[src/rtl/clk_rst_pkg.sv]
package clk_rst_pkg;
  // Register offsets (byte addresses from the system-control base)
  localparam logic [11:0] OFF_SOFT_RESET_0 = 12'h040;
  localparam logic [11:0] OFF_SOFT_RESET_1 = 12'h044;
  localparam logic [11:0] OFF_SOFT_RESET_2 = 12'h048;
  localparam logic [11:0] OFF_RUN_GATE_2 = 12'h108;
  localparam logic [11:0] OFF_SLEEP_GATE_2 = 12'h118;
  localparam logic [11:0] OFF_DEEP_GATE_2 = 12'h128;
  localparam logic [11:0] OFF_RUN_CLOCK_CONFIG = 12'h060;
  localparam logic [11:0] OFF_POWER_STATUS = 12'h180;
  // Implemented bits of the soft-reset and gating registers
  localparam logic [31:0] MASK_SOFT_RESET_0 = 32'h0011_0008;
  localparam logic [31:0] MASK_SOFT_RESET_1 = 32'h010F_5011;
  localparam logic [31:0] MASK_GATE_2 = 32'h0000_201F;
  localparam logic [31:0] RESET_VALUE = 32'h0000_0000;
  // Field positions
  localparam int DMA_UNIT_BIT = 13;
  localparam int PORT_E_BIT = 4;
  localparam int PORT_A_BIT = 0;
  localparam int WATCHDOG_BIT = 3;
  localparam int ADC_BIT = 16;
  localparam int PWM_BIT = 20;
  localparam int AUTO_GATING_SELECT_BIT = 27;
  // Number of gated units in the gating registers
  localparam int GATED_UNITS = 6;

  typedef enum logic [1:0] {
    PWR_RUN,
    PWR_SLEEP,
    PWR_DEEP_SLEEP
  } power_state_t;

  // Software-reset outputs, one bundle
  typedef struct packed {
    logic [31:0] word0;
    logic [31:0] word1;
    logic [31:0] word2;
  } soft_reset_t;

  // Peripheral access request: valid flag and unit number
  typedef struct packed {
    logic valid;
    logic [2:0] unit;
  } unit_access_t;
endpackage

[src/rtl/clock_gate_soft_reset.sv]
`timescale 1ns/1ps
`default_nettype none
// What this block does
// - selected deep-sleep gating bits 13 and 4..0 enable their unit clocks.
// - access to a unit whose clock is gated off returns a bus fault.
// - all gating bits reset to zero, units unclocked.
// - separate run, sleep and deep-sleep gating words chosen by power state.
// - sleep words apply only with auto gating set, else run word.
// - writes to soft reset word 0 masked by capability word one.
// - writes to soft reset word 1 masked by capability word two.
// - writes to soft reset word 2 masked by capability word four.
// - word 0 has PWM bit 20, converter bit 16, watchdog bit 3.
// - word 1 has comparator 24, timers 19..16, two-wire 14,12, serial 4,0.
// - word 2 has DMA bit 13 and ports E..A at bits 4..0.
// - all software-reset bits reset to zero.
// - reserved bits read zero and ignore writes.
module clock_gate_soft_reset (
  input wire logic i_ref_clk, // System clock, 125 MHz
  input wire logic i_rst_n, // Async reset, active low
  input wire logic [11:0] i_addr, // Register byte offset
  input wire logic [31:0] i_wdata, // Write data
  input wire logic i_wr, // Write strobe
  input wire logic i_rd, // Read strobe
  output logic [31:0] o_rdata, // Read data, one cycle later
  input wire logic [31:0] i_cap_one, // Capability word one
  input wire logic [31:0] i_cap_two, // Capability word two
  input wire logic [31:0] i_cap_four, // Capability word four
  input wire clk_rst_pkg::power_state_t i_power_state, // Power state
  input wire clk_rst_pkg::unit_access_t i_access, // Peripheral access
  output logic o_access_fault, // Bus fault, cycle after access
  output logic [31:0] o_clock_enable, // Unit clock enables in force
  output var clk_rst_pkg::soft_reset_t o_soft_reset // Peripheral resets held
);
  import clk_rst_pkg::*;

  logic [31:0] run_gate;
  logic [31:0] sleep_gate;
  logic [31:0] deep_gate;
  logic [31:0] run_cfg;
  logic [31:0] srst0;
  logic [31:0] srst1;
  logic [31:0] srst2;
  logic [31:0] gate_now;
  logic [31:0] next_rdata;
  logic [GATED_UNITS-1:0] unit_on;
  logic wr_run;
  logic wr_sleep;
  logic wr_deep;
  logic wr_cfg;
  logic wr_s0;
  logic wr_s1;
  logic wr_s2;
  logic auto_gating;

  // Address decode of write strobes
  assign wr_run = i_wr && (i_addr == OFF_RUN_GATE_2);
  assign wr_sleep = i_wr && (i_addr == OFF_SLEEP_GATE_2);
  assign wr_deep = i_wr && (i_addr == OFF_DEEP_GATE_2);
  assign wr_cfg = i_wr && (i_addr == OFF_RUN_CLOCK_CONFIG);
  assign wr_s0 = i_wr && (i_addr == OFF_SOFT_RESET_0);
  assign wr_s1 = i_wr && (i_addr == OFF_SOFT_RESET_1);
  assign wr_s2 = i_wr && (i_addr == OFF_SOFT_RESET_2);
  assign auto_gating = run_cfg[AUTO_GATING_SELECT_BIT];

  // Three gating words, reset to unclocked
  masked_reg #(.IMPL_MASK(MASK_GATE_2), .RST_VAL(RESET_VALUE)) u_run (
    .i_ref_clk(i_ref_clk), .i_rst_n(i_rst_n), .i_we(wr_run),
    .i_wdata(i_wdata), .i_cap_mask(32'hFFFF_FFFF), .o_value(run_gate)
  );
  masked_reg #(.IMPL_MASK(MASK_GATE_2), .RST_VAL(RESET_VALUE)) u_sleep (
    .i_ref_clk(i_ref_clk), .i_rst_n(i_rst_n), .i_we(wr_sleep),
    .i_wdata(i_wdata), .i_cap_mask(32'hFFFF_FFFF), .o_value(sleep_gate)
  );
  masked_reg #(.IMPL_MASK(MASK_GATE_2), .RST_VAL(RESET_VALUE)) u_deep (
    .i_ref_clk(i_ref_clk), .i_rst_n(i_rst_n), .i_we(wr_deep),
    .i_wdata(i_wdata), .i_cap_mask(32'hFFFF_FFFF), .o_value(deep_gate)
  );
  // Only the auto-gating bit is kept of the run clock config word
  masked_reg #(.IMPL_MASK(32'h0800_0000), .RST_VAL(RESET_VALUE)) u_cfg (
    .i_ref_clk(i_ref_clk), .i_rst_n(i_rst_n), .i_we(wr_cfg),
    .i_wdata(i_wdata), .i_cap_mask(32'hFFFF_FFFF), .o_value(run_cfg)
  );

  // Software-reset words, writes masked by capabilities
  masked_reg #(.IMPL_MASK(MASK_SOFT_RESET_0), .RST_VAL(RESET_VALUE)) u_s0 (
    .i_ref_clk(i_ref_clk), .i_rst_n(i_rst_n), .i_we(wr_s0),
    .i_wdata(i_wdata), .i_cap_mask(i_cap_one), .o_value(srst0)
  );
  masked_reg #(.IMPL_MASK(MASK_SOFT_RESET_1), .RST_VAL(RESET_VALUE)) u_s1 (
    .i_ref_clk(i_ref_clk), .i_rst_n(i_rst_n), .i_we(wr_s1),
    .i_wdata(i_wdata), .i_cap_mask(i_cap_two), .o_value(srst1)
  );
  masked_reg #(.IMPL_MASK(MASK_GATE_2), .RST_VAL(RESET_VALUE)) u_s2 (
    .i_ref_clk(i_ref_clk), .i_rst_n(i_rst_n), .i_we(wr_s2),
    .i_wdata(i_wdata), .i_cap_mask(i_cap_four), .o_value(srst2)
  );

  // Gating word in force for the power state
  gate_select u_sel (
    .i_state(i_power_state),
    .i_auto_gating(auto_gating),
    .i_run(run_gate),
    .i_sleep(sleep_gate),
    .i_deep(deep_gate),
    .o_gate(gate_now)
  );

  // Clock enables registered so outputs come from flops
  always_ff @(posedge i_ref_clk or negedge i_rst_n) begin
    if (!i_rst_n) begin
      o_clock_enable <= RESET_VALUE;
    end else begin
      o_clock_enable <= gate_now;
    end
  end

  // Reset hold outputs follow the reset words
  always_ff @(posedge i_ref_clk or negedge i_rst_n) begin
    if (!i_rst_n) begin
      o_soft_reset <= '0;
    end else begin
      o_soft_reset <= {srst0, srst1, srst2};
    end
  end

  // Per-unit enable for the access check: ports A..E and DMA
  genvar g;
  generate
    for (g = 0; g < GATED_UNITS; g++) begin : g_unit
      if (g < GATED_UNITS - 1) begin : g_port
        assign unit_on[g] = gate_now[PORT_A_BIT + g];
      end else begin : g_dma
        assign unit_on[g] = gate_now[DMA_UNIT_BIT];
      end
    end
  endgenerate

  // Fault on access to an unclocked unit; out-of-range unit also faults
  always_ff @(posedge i_ref_clk or negedge i_rst_n) begin
    if (!i_rst_n) begin
      o_access_fault <= 1'b0;
    end else if (i_access.valid) begin
      o_access_fault <= (int'(i_access.unit) >= GATED_UNITS) ||
                        !unit_on[i_access.unit];
    end else begin
      o_access_fault <= 1'b0;
    end
  end

  // Read mux; reserved bits are zero since stores never set them
  always_comb begin
    next_rdata = 32'h0000_0000;
    case (i_addr)
      OFF_RUN_GATE_2: next_rdata = run_gate;
      OFF_SLEEP_GATE_2: next_rdata = sleep_gate;
      OFF_DEEP_GATE_2: next_rdata = deep_gate;
      OFF_RUN_CLOCK_CONFIG: next_rdata = run_cfg;
      OFF_SOFT_RESET_0: next_rdata = srst0;
      OFF_SOFT_RESET_1: next_rdata = srst1;
      OFF_SOFT_RESET_2: next_rdata = srst2;
      OFF_POWER_STATUS: next_rdata = {30'h0000_0000, i_power_state};
      default: next_rdata = 32'h0000_0000;
    endcase
  end

  // Read data valid the cycle after the strobe only
  always_ff @(posedge i_ref_clk or negedge i_rst_n) begin
    if (!i_rst_n) begin
      o_rdata <= 32'h0000_0000;
    end else if (i_rd) begin
      o_rdata <= next_rdata;
    end else begin
      o_rdata <= 32'h0000_0000;
    end
  end
endmodule // clock_gate_soft_reset
`default_nettype wire

[src/rtl/gate_select.sv]
`timescale 1ns/1ps
`default_nettype none
// Picks the gating word in force for the current power state
module gate_select (
  input wire clk_rst_pkg::power_state_t i_state, // Power state
  input wire logic i_auto_gating, // Auto-gating enabled
  input wire logic [31:0] i_run, // Run gating word
  input wire logic [31:0] i_sleep, // Sleep gating word
  input wire logic [31:0] i_deep, // Deep-sleep gating word
  output logic [31:0] o_gate // Gating in force
);
  import clk_rst_pkg::*;

  // Without auto gating the run word stays in force during sleep
  always_comb begin
    o_gate = i_run;
    if (i_auto_gating) begin
      case (i_state)
        PWR_SLEEP: o_gate = i_sleep;
        PWR_DEEP_SLEEP: o_gate = i_deep;
        default: o_gate = i_run;
      endcase
    end
  end
endmodule // gate_select
`default_nettype wire

[src/rtl/masked_reg.sv]
`timescale 1ns/1ps
`default_nettype none
// One software-writable word with a capability mask
module masked_reg #(
  parameter logic [31:0] IMPL_MASK = 32'h0000_0000,
  parameter logic [31:0] RST_VAL = 32'h0000_0000
) (
  input wire logic i_ref_clk, // System clock
  input wire logic i_rst_n, // Async reset, active low
  input wire logic i_we, // Write strobe for this word
  input wire logic [31:0] i_wdata, // Write data
  input wire logic [31:0] i_cap_mask, // Units present
  output logic [31:0] o_value // Stored value
);
  logic [31:0] wmask;

  // Reserved and absent bits never change
  assign wmask = IMPL_MASK & i_cap_mask;

  // Store masked write
  always_ff @(posedge i_ref_clk or negedge i_rst_n) begin
    if (!i_rst_n) begin
      o_value <= RST_VAL;
    end else if (i_we) begin
      o_value <= (o_value & ~wmask) | (i_wdata & wmask);
    end
  end
endmodule // masked_reg
`default_nettype wire

[config.mk]
export PLATFORM = sky130hd
export DESIGN_NAME = clock_gate_soft_reset
export DESIGN_NICKNAME = d
export VERILOG_FILES = /design/src/rtl/clk_rst_pkg.sv /design/src/rtl/clock_gate_soft_reset.sv /design/src/rtl/gate_select.sv /design/src/rtl/masked_reg.sv
export SDC_FILE = /design/constraint.sdc
export NUM_CORES = 1
export LEC_CHECK = 0
export ABC_AREA = 0
export BUFFER_PORTS_ARGS = -buffer_cell sky130_fd_sc_hd__buf_4
export CORE_AREA = 2 2 120 122
export CTS_CLUSTER_DIAMETER = 120
export DETAILED_ROUTE_END_ITERATION = 8
export DIE_AREA = 0 0 122 124
export GPL_ROUTABILITY_DRIVEN = 0
export HOLD_SLACK_MARGIN = 0.05
export PLACE_DENSITY = 0.66
export RECOVER_POWER = 25
export SYNTH_ARGS = -nofsm -noshare
export SYNTH_HDL_FRONTEND = slang
export SYNTH_SLANG_ARGS = --single-unit
[constraint.sdc]
create_clock -name i_ref_clk -period 3.6 [get_ports i_ref_clk]
set_input_delay 0.18 -clock i_ref_clk [delete_from_list [all_inputs] [get_ports i_ref_clk]]
set_output_delay 0.18 -clock i_ref_clk [all_outputs]
set_load 0.03 [all_outputs]
==> results.ini <==
[run_status]
status=finished clean

[route]
wl_per_cell_um=14.71
firstDrtPassIters=4
viasPerCell=4.181
ant_nets=0
vias=2772
drt-total-wl_um=9750
drc_errors=0
drt_iter0_markers=109

[hold_path]
hold_depth=2
hold_class=input port to flop

[synthesis]
ys_async_sr_fraction=1.000
synth_edf_count=0
synth.distinct_cells=45
avgSynthCellArea_um2=11.21
synth_ff_type=dfrtp_1
yosys_register_bits=79
ys_seq_area_frac=0.4729
synth_area_mm2=0.004180
syn_inst=373
synth-warning-count=0

[sta]
tns_ns=0
final.setup_skew_ns=0.006816
drv_slew=0
tightest_slew_ns=0.9751
setup_violations=0
clock.fmax_mhz=456.9
min_period_over_period=0.6079
hold_viol_final=0
setup_slack_ns=1.412
fin_crit_ns=2.189
max_slew_margin=0.3499
rsz0062_at_grt=false

[final_layout]
drive_gt1_frac=0.3106
n_fill_cell=1365
n_antenna_cell=0
syn_to_final_growth_pct=20.05
fin_area_mm2=0.005019
stdcell_count=663
nNetsFinal=630

[power]
vdd_drop_max_uv=243.0
power_mw=2.184
p_per_area_mw_per_mm2=435.3
p_leak_nw=2.564

[floorplanning]
dieWidth_um=122
ioPinCount=311
die_h_um=124
die-area_mm2=0.01513
core_mm2=0.01372
rows=43
start_util=0.3047

[global_route]
track_usage=0.1273
grt_pass1_vias=2578
grt_max_degree=80
overflow=0
grt_pass1_wl_um=14150
grt_antenna_before_repair=0

[critical_path]
crit_required_ns=3.83
crit_path_end_kind=flop
startpoint_type=input port
ff2ff_path_depth=5
cp.arrival_ns=2.42
path_class=input port to flop
worstPathMaxFanout=7

[job]
drv_cap=0

[clocking]
cts_max_level=3
cts-buffers-inserted=9
cts_tree=done
clock_latency_ns=0.34
cts.sinks=79
clk_pin_slew_ns=0.06
ctsResizeCount=0
clock_path_buffers=2
postCtsSetupBuffers=0
root_buffer=clkbuf_16

[placement]
hpwl_um=7505
post-place-ws_ns=1.009
dpl_cell_area_mm2=0.004808
place_inst=643
port_buffers=137

cell type report:
cell class | count | area (um^2) | share of cell area
clock buffer | 9 | 225.2 | 0.04488
clock inverter | 7 | 95.09 | 0.01895
inverter | 5 | 18.77 | 0.003740
multi-input combinational | 241 | 1551 | 0.3092
sequential | 79 | 1977 | 0.3939
tap | 180 | 225.2 | 0.04488
timing repair buffer | 142 | 925.9 | 0.1845
state kept, by name, indices dropped and copies added (netlist names):
register / cells
o_access_fault: 1
u_s2.o_value: 6
o_clock_enable: 7
u_deep.o_value: 6
u_run.o_value: 6
u_s1.o_value: 9
u_cfg.o_value: 1
u_sleep.o_value: 6
o_soft_reset: 18
o_rdata: 16
u_s0.o_value: 3
routing by layer:
layer / global-route usage / wire length [um]
met2: 0.2036 / 4637
met5: 0 / 0
met3: 0.05082 / 981
met1: 0.1525 / 3988
met4: 0.05388 / 142
worst max-delay path: stages:
cell and delay, ns:
clkbuf_4 0.11, or3_1 0.55, nor4_4 0.60, and2_0 0.55
nand2_1 0.14, mux2_2 0.29
path summary, 6_finish.rpt:
path	start	to	slack, ns
max	i_addr[11]	u_s2.o_value[3]	1.41
min	i_access[3]	o_access_fault	0.07
max reg2reg	u_cfg.o_value[27]	o_access_fault	1.76
min reg2reg	u_s1.o_value[19]	o_soft_reset[51]	0.39
max in group asynchronous	i_rst_n	o_rdata[19]	2.43
min in group asynchronous	i_rst_n	o_clock_enable[1]	0.55
where the power goes:
part           internal, mW  switching [mW]  total (mW)
combinational        0.0822           0.228       0.310
sequential            0.892         0.00748       0.899
clock                 0.608           0.367       0.975
total                  1.58           0.603        2.18
Yosys cell counts, types with 3 or more instances:
master    number  area (um^2)
buf_4        120        900.9
mux2_1         9        101.4
mux2i_1        8        80.08
a22oi_1        7        52.55
o21ai_0        5        25.02
nand3_1        4        20.02
mux2_2        28        315.3
a222oi_1       3        30.03
inv_1          5        18.77
nor2_1        21        78.83
a221oi_1       3        26.28
dfrtp_1       79         1977
nand2b_1       4        25.02
a21oi_1        3        15.01
nor2b_1        3        18.77
nand2_1       23        86.33
clkbuf_1       3        11.26
nor4_4         3        63.81
and3_1         8        50.05
layout by cell type, fill, tap and decap left out, types with 3 or more instances in the layout:
cell / instances
nand3_1: 4
nand2_1: 23
o21ai_0: 5
a222oi_1: 3
dfrtp_1: 79
nand2b_1: 4
mux2i_1: 8
mux2_2: 28
a221oi_1: 3
mux2_1: 9
clkbuf_16: 9
nor4_4: 3
inv_1: 5
dlygate4sd3_1: 4
nor2_1: 21
and3_1: 8
conb_1: 80
a22oi_1: 7
buf_4: 97
clkbuf_1: 40
nor2b_1: 3
a21oi_1: 3
through the flow:
stage / utilization / hold WS, ns
6_report: 0.3658 / 0.07124
5_1_grt: 0.3658 / 0.06000
4_1_cts: 0.3760 / 0.05062
3_5_place_dp: 0.3505 / 0.3842
3_3_place_gp: 0.3505 / 0.3733
2_1_floorplan: - / -0.1156
cells by family after synthesis:
| logic type | after synthesis | synth area share |
|---|---|---|
| DFF | 79 | 0.4729 |
| AOI/OAI and AO/OA | 31 | 0.05568 |
| muxes | 46 | 0.1242 |
| adders and majority gates | 2 | 0.005985 |
| and+or+nand+nor | 82 | 0.1134 |
| other | 1 | 0.0008971 |
| buffers and inverters | 132 | 0.2269 |
repair_timing:
| action | 4_1_cts | 5_1_grt |
|---|---|---|
| setup endpoints to repair | 0 | 0 |
| endpoints found under the hold margin | 3 | 1 |
| hold buffers | 3 | 1 |
Note: power is estimated with default switching activity, not from simulation.
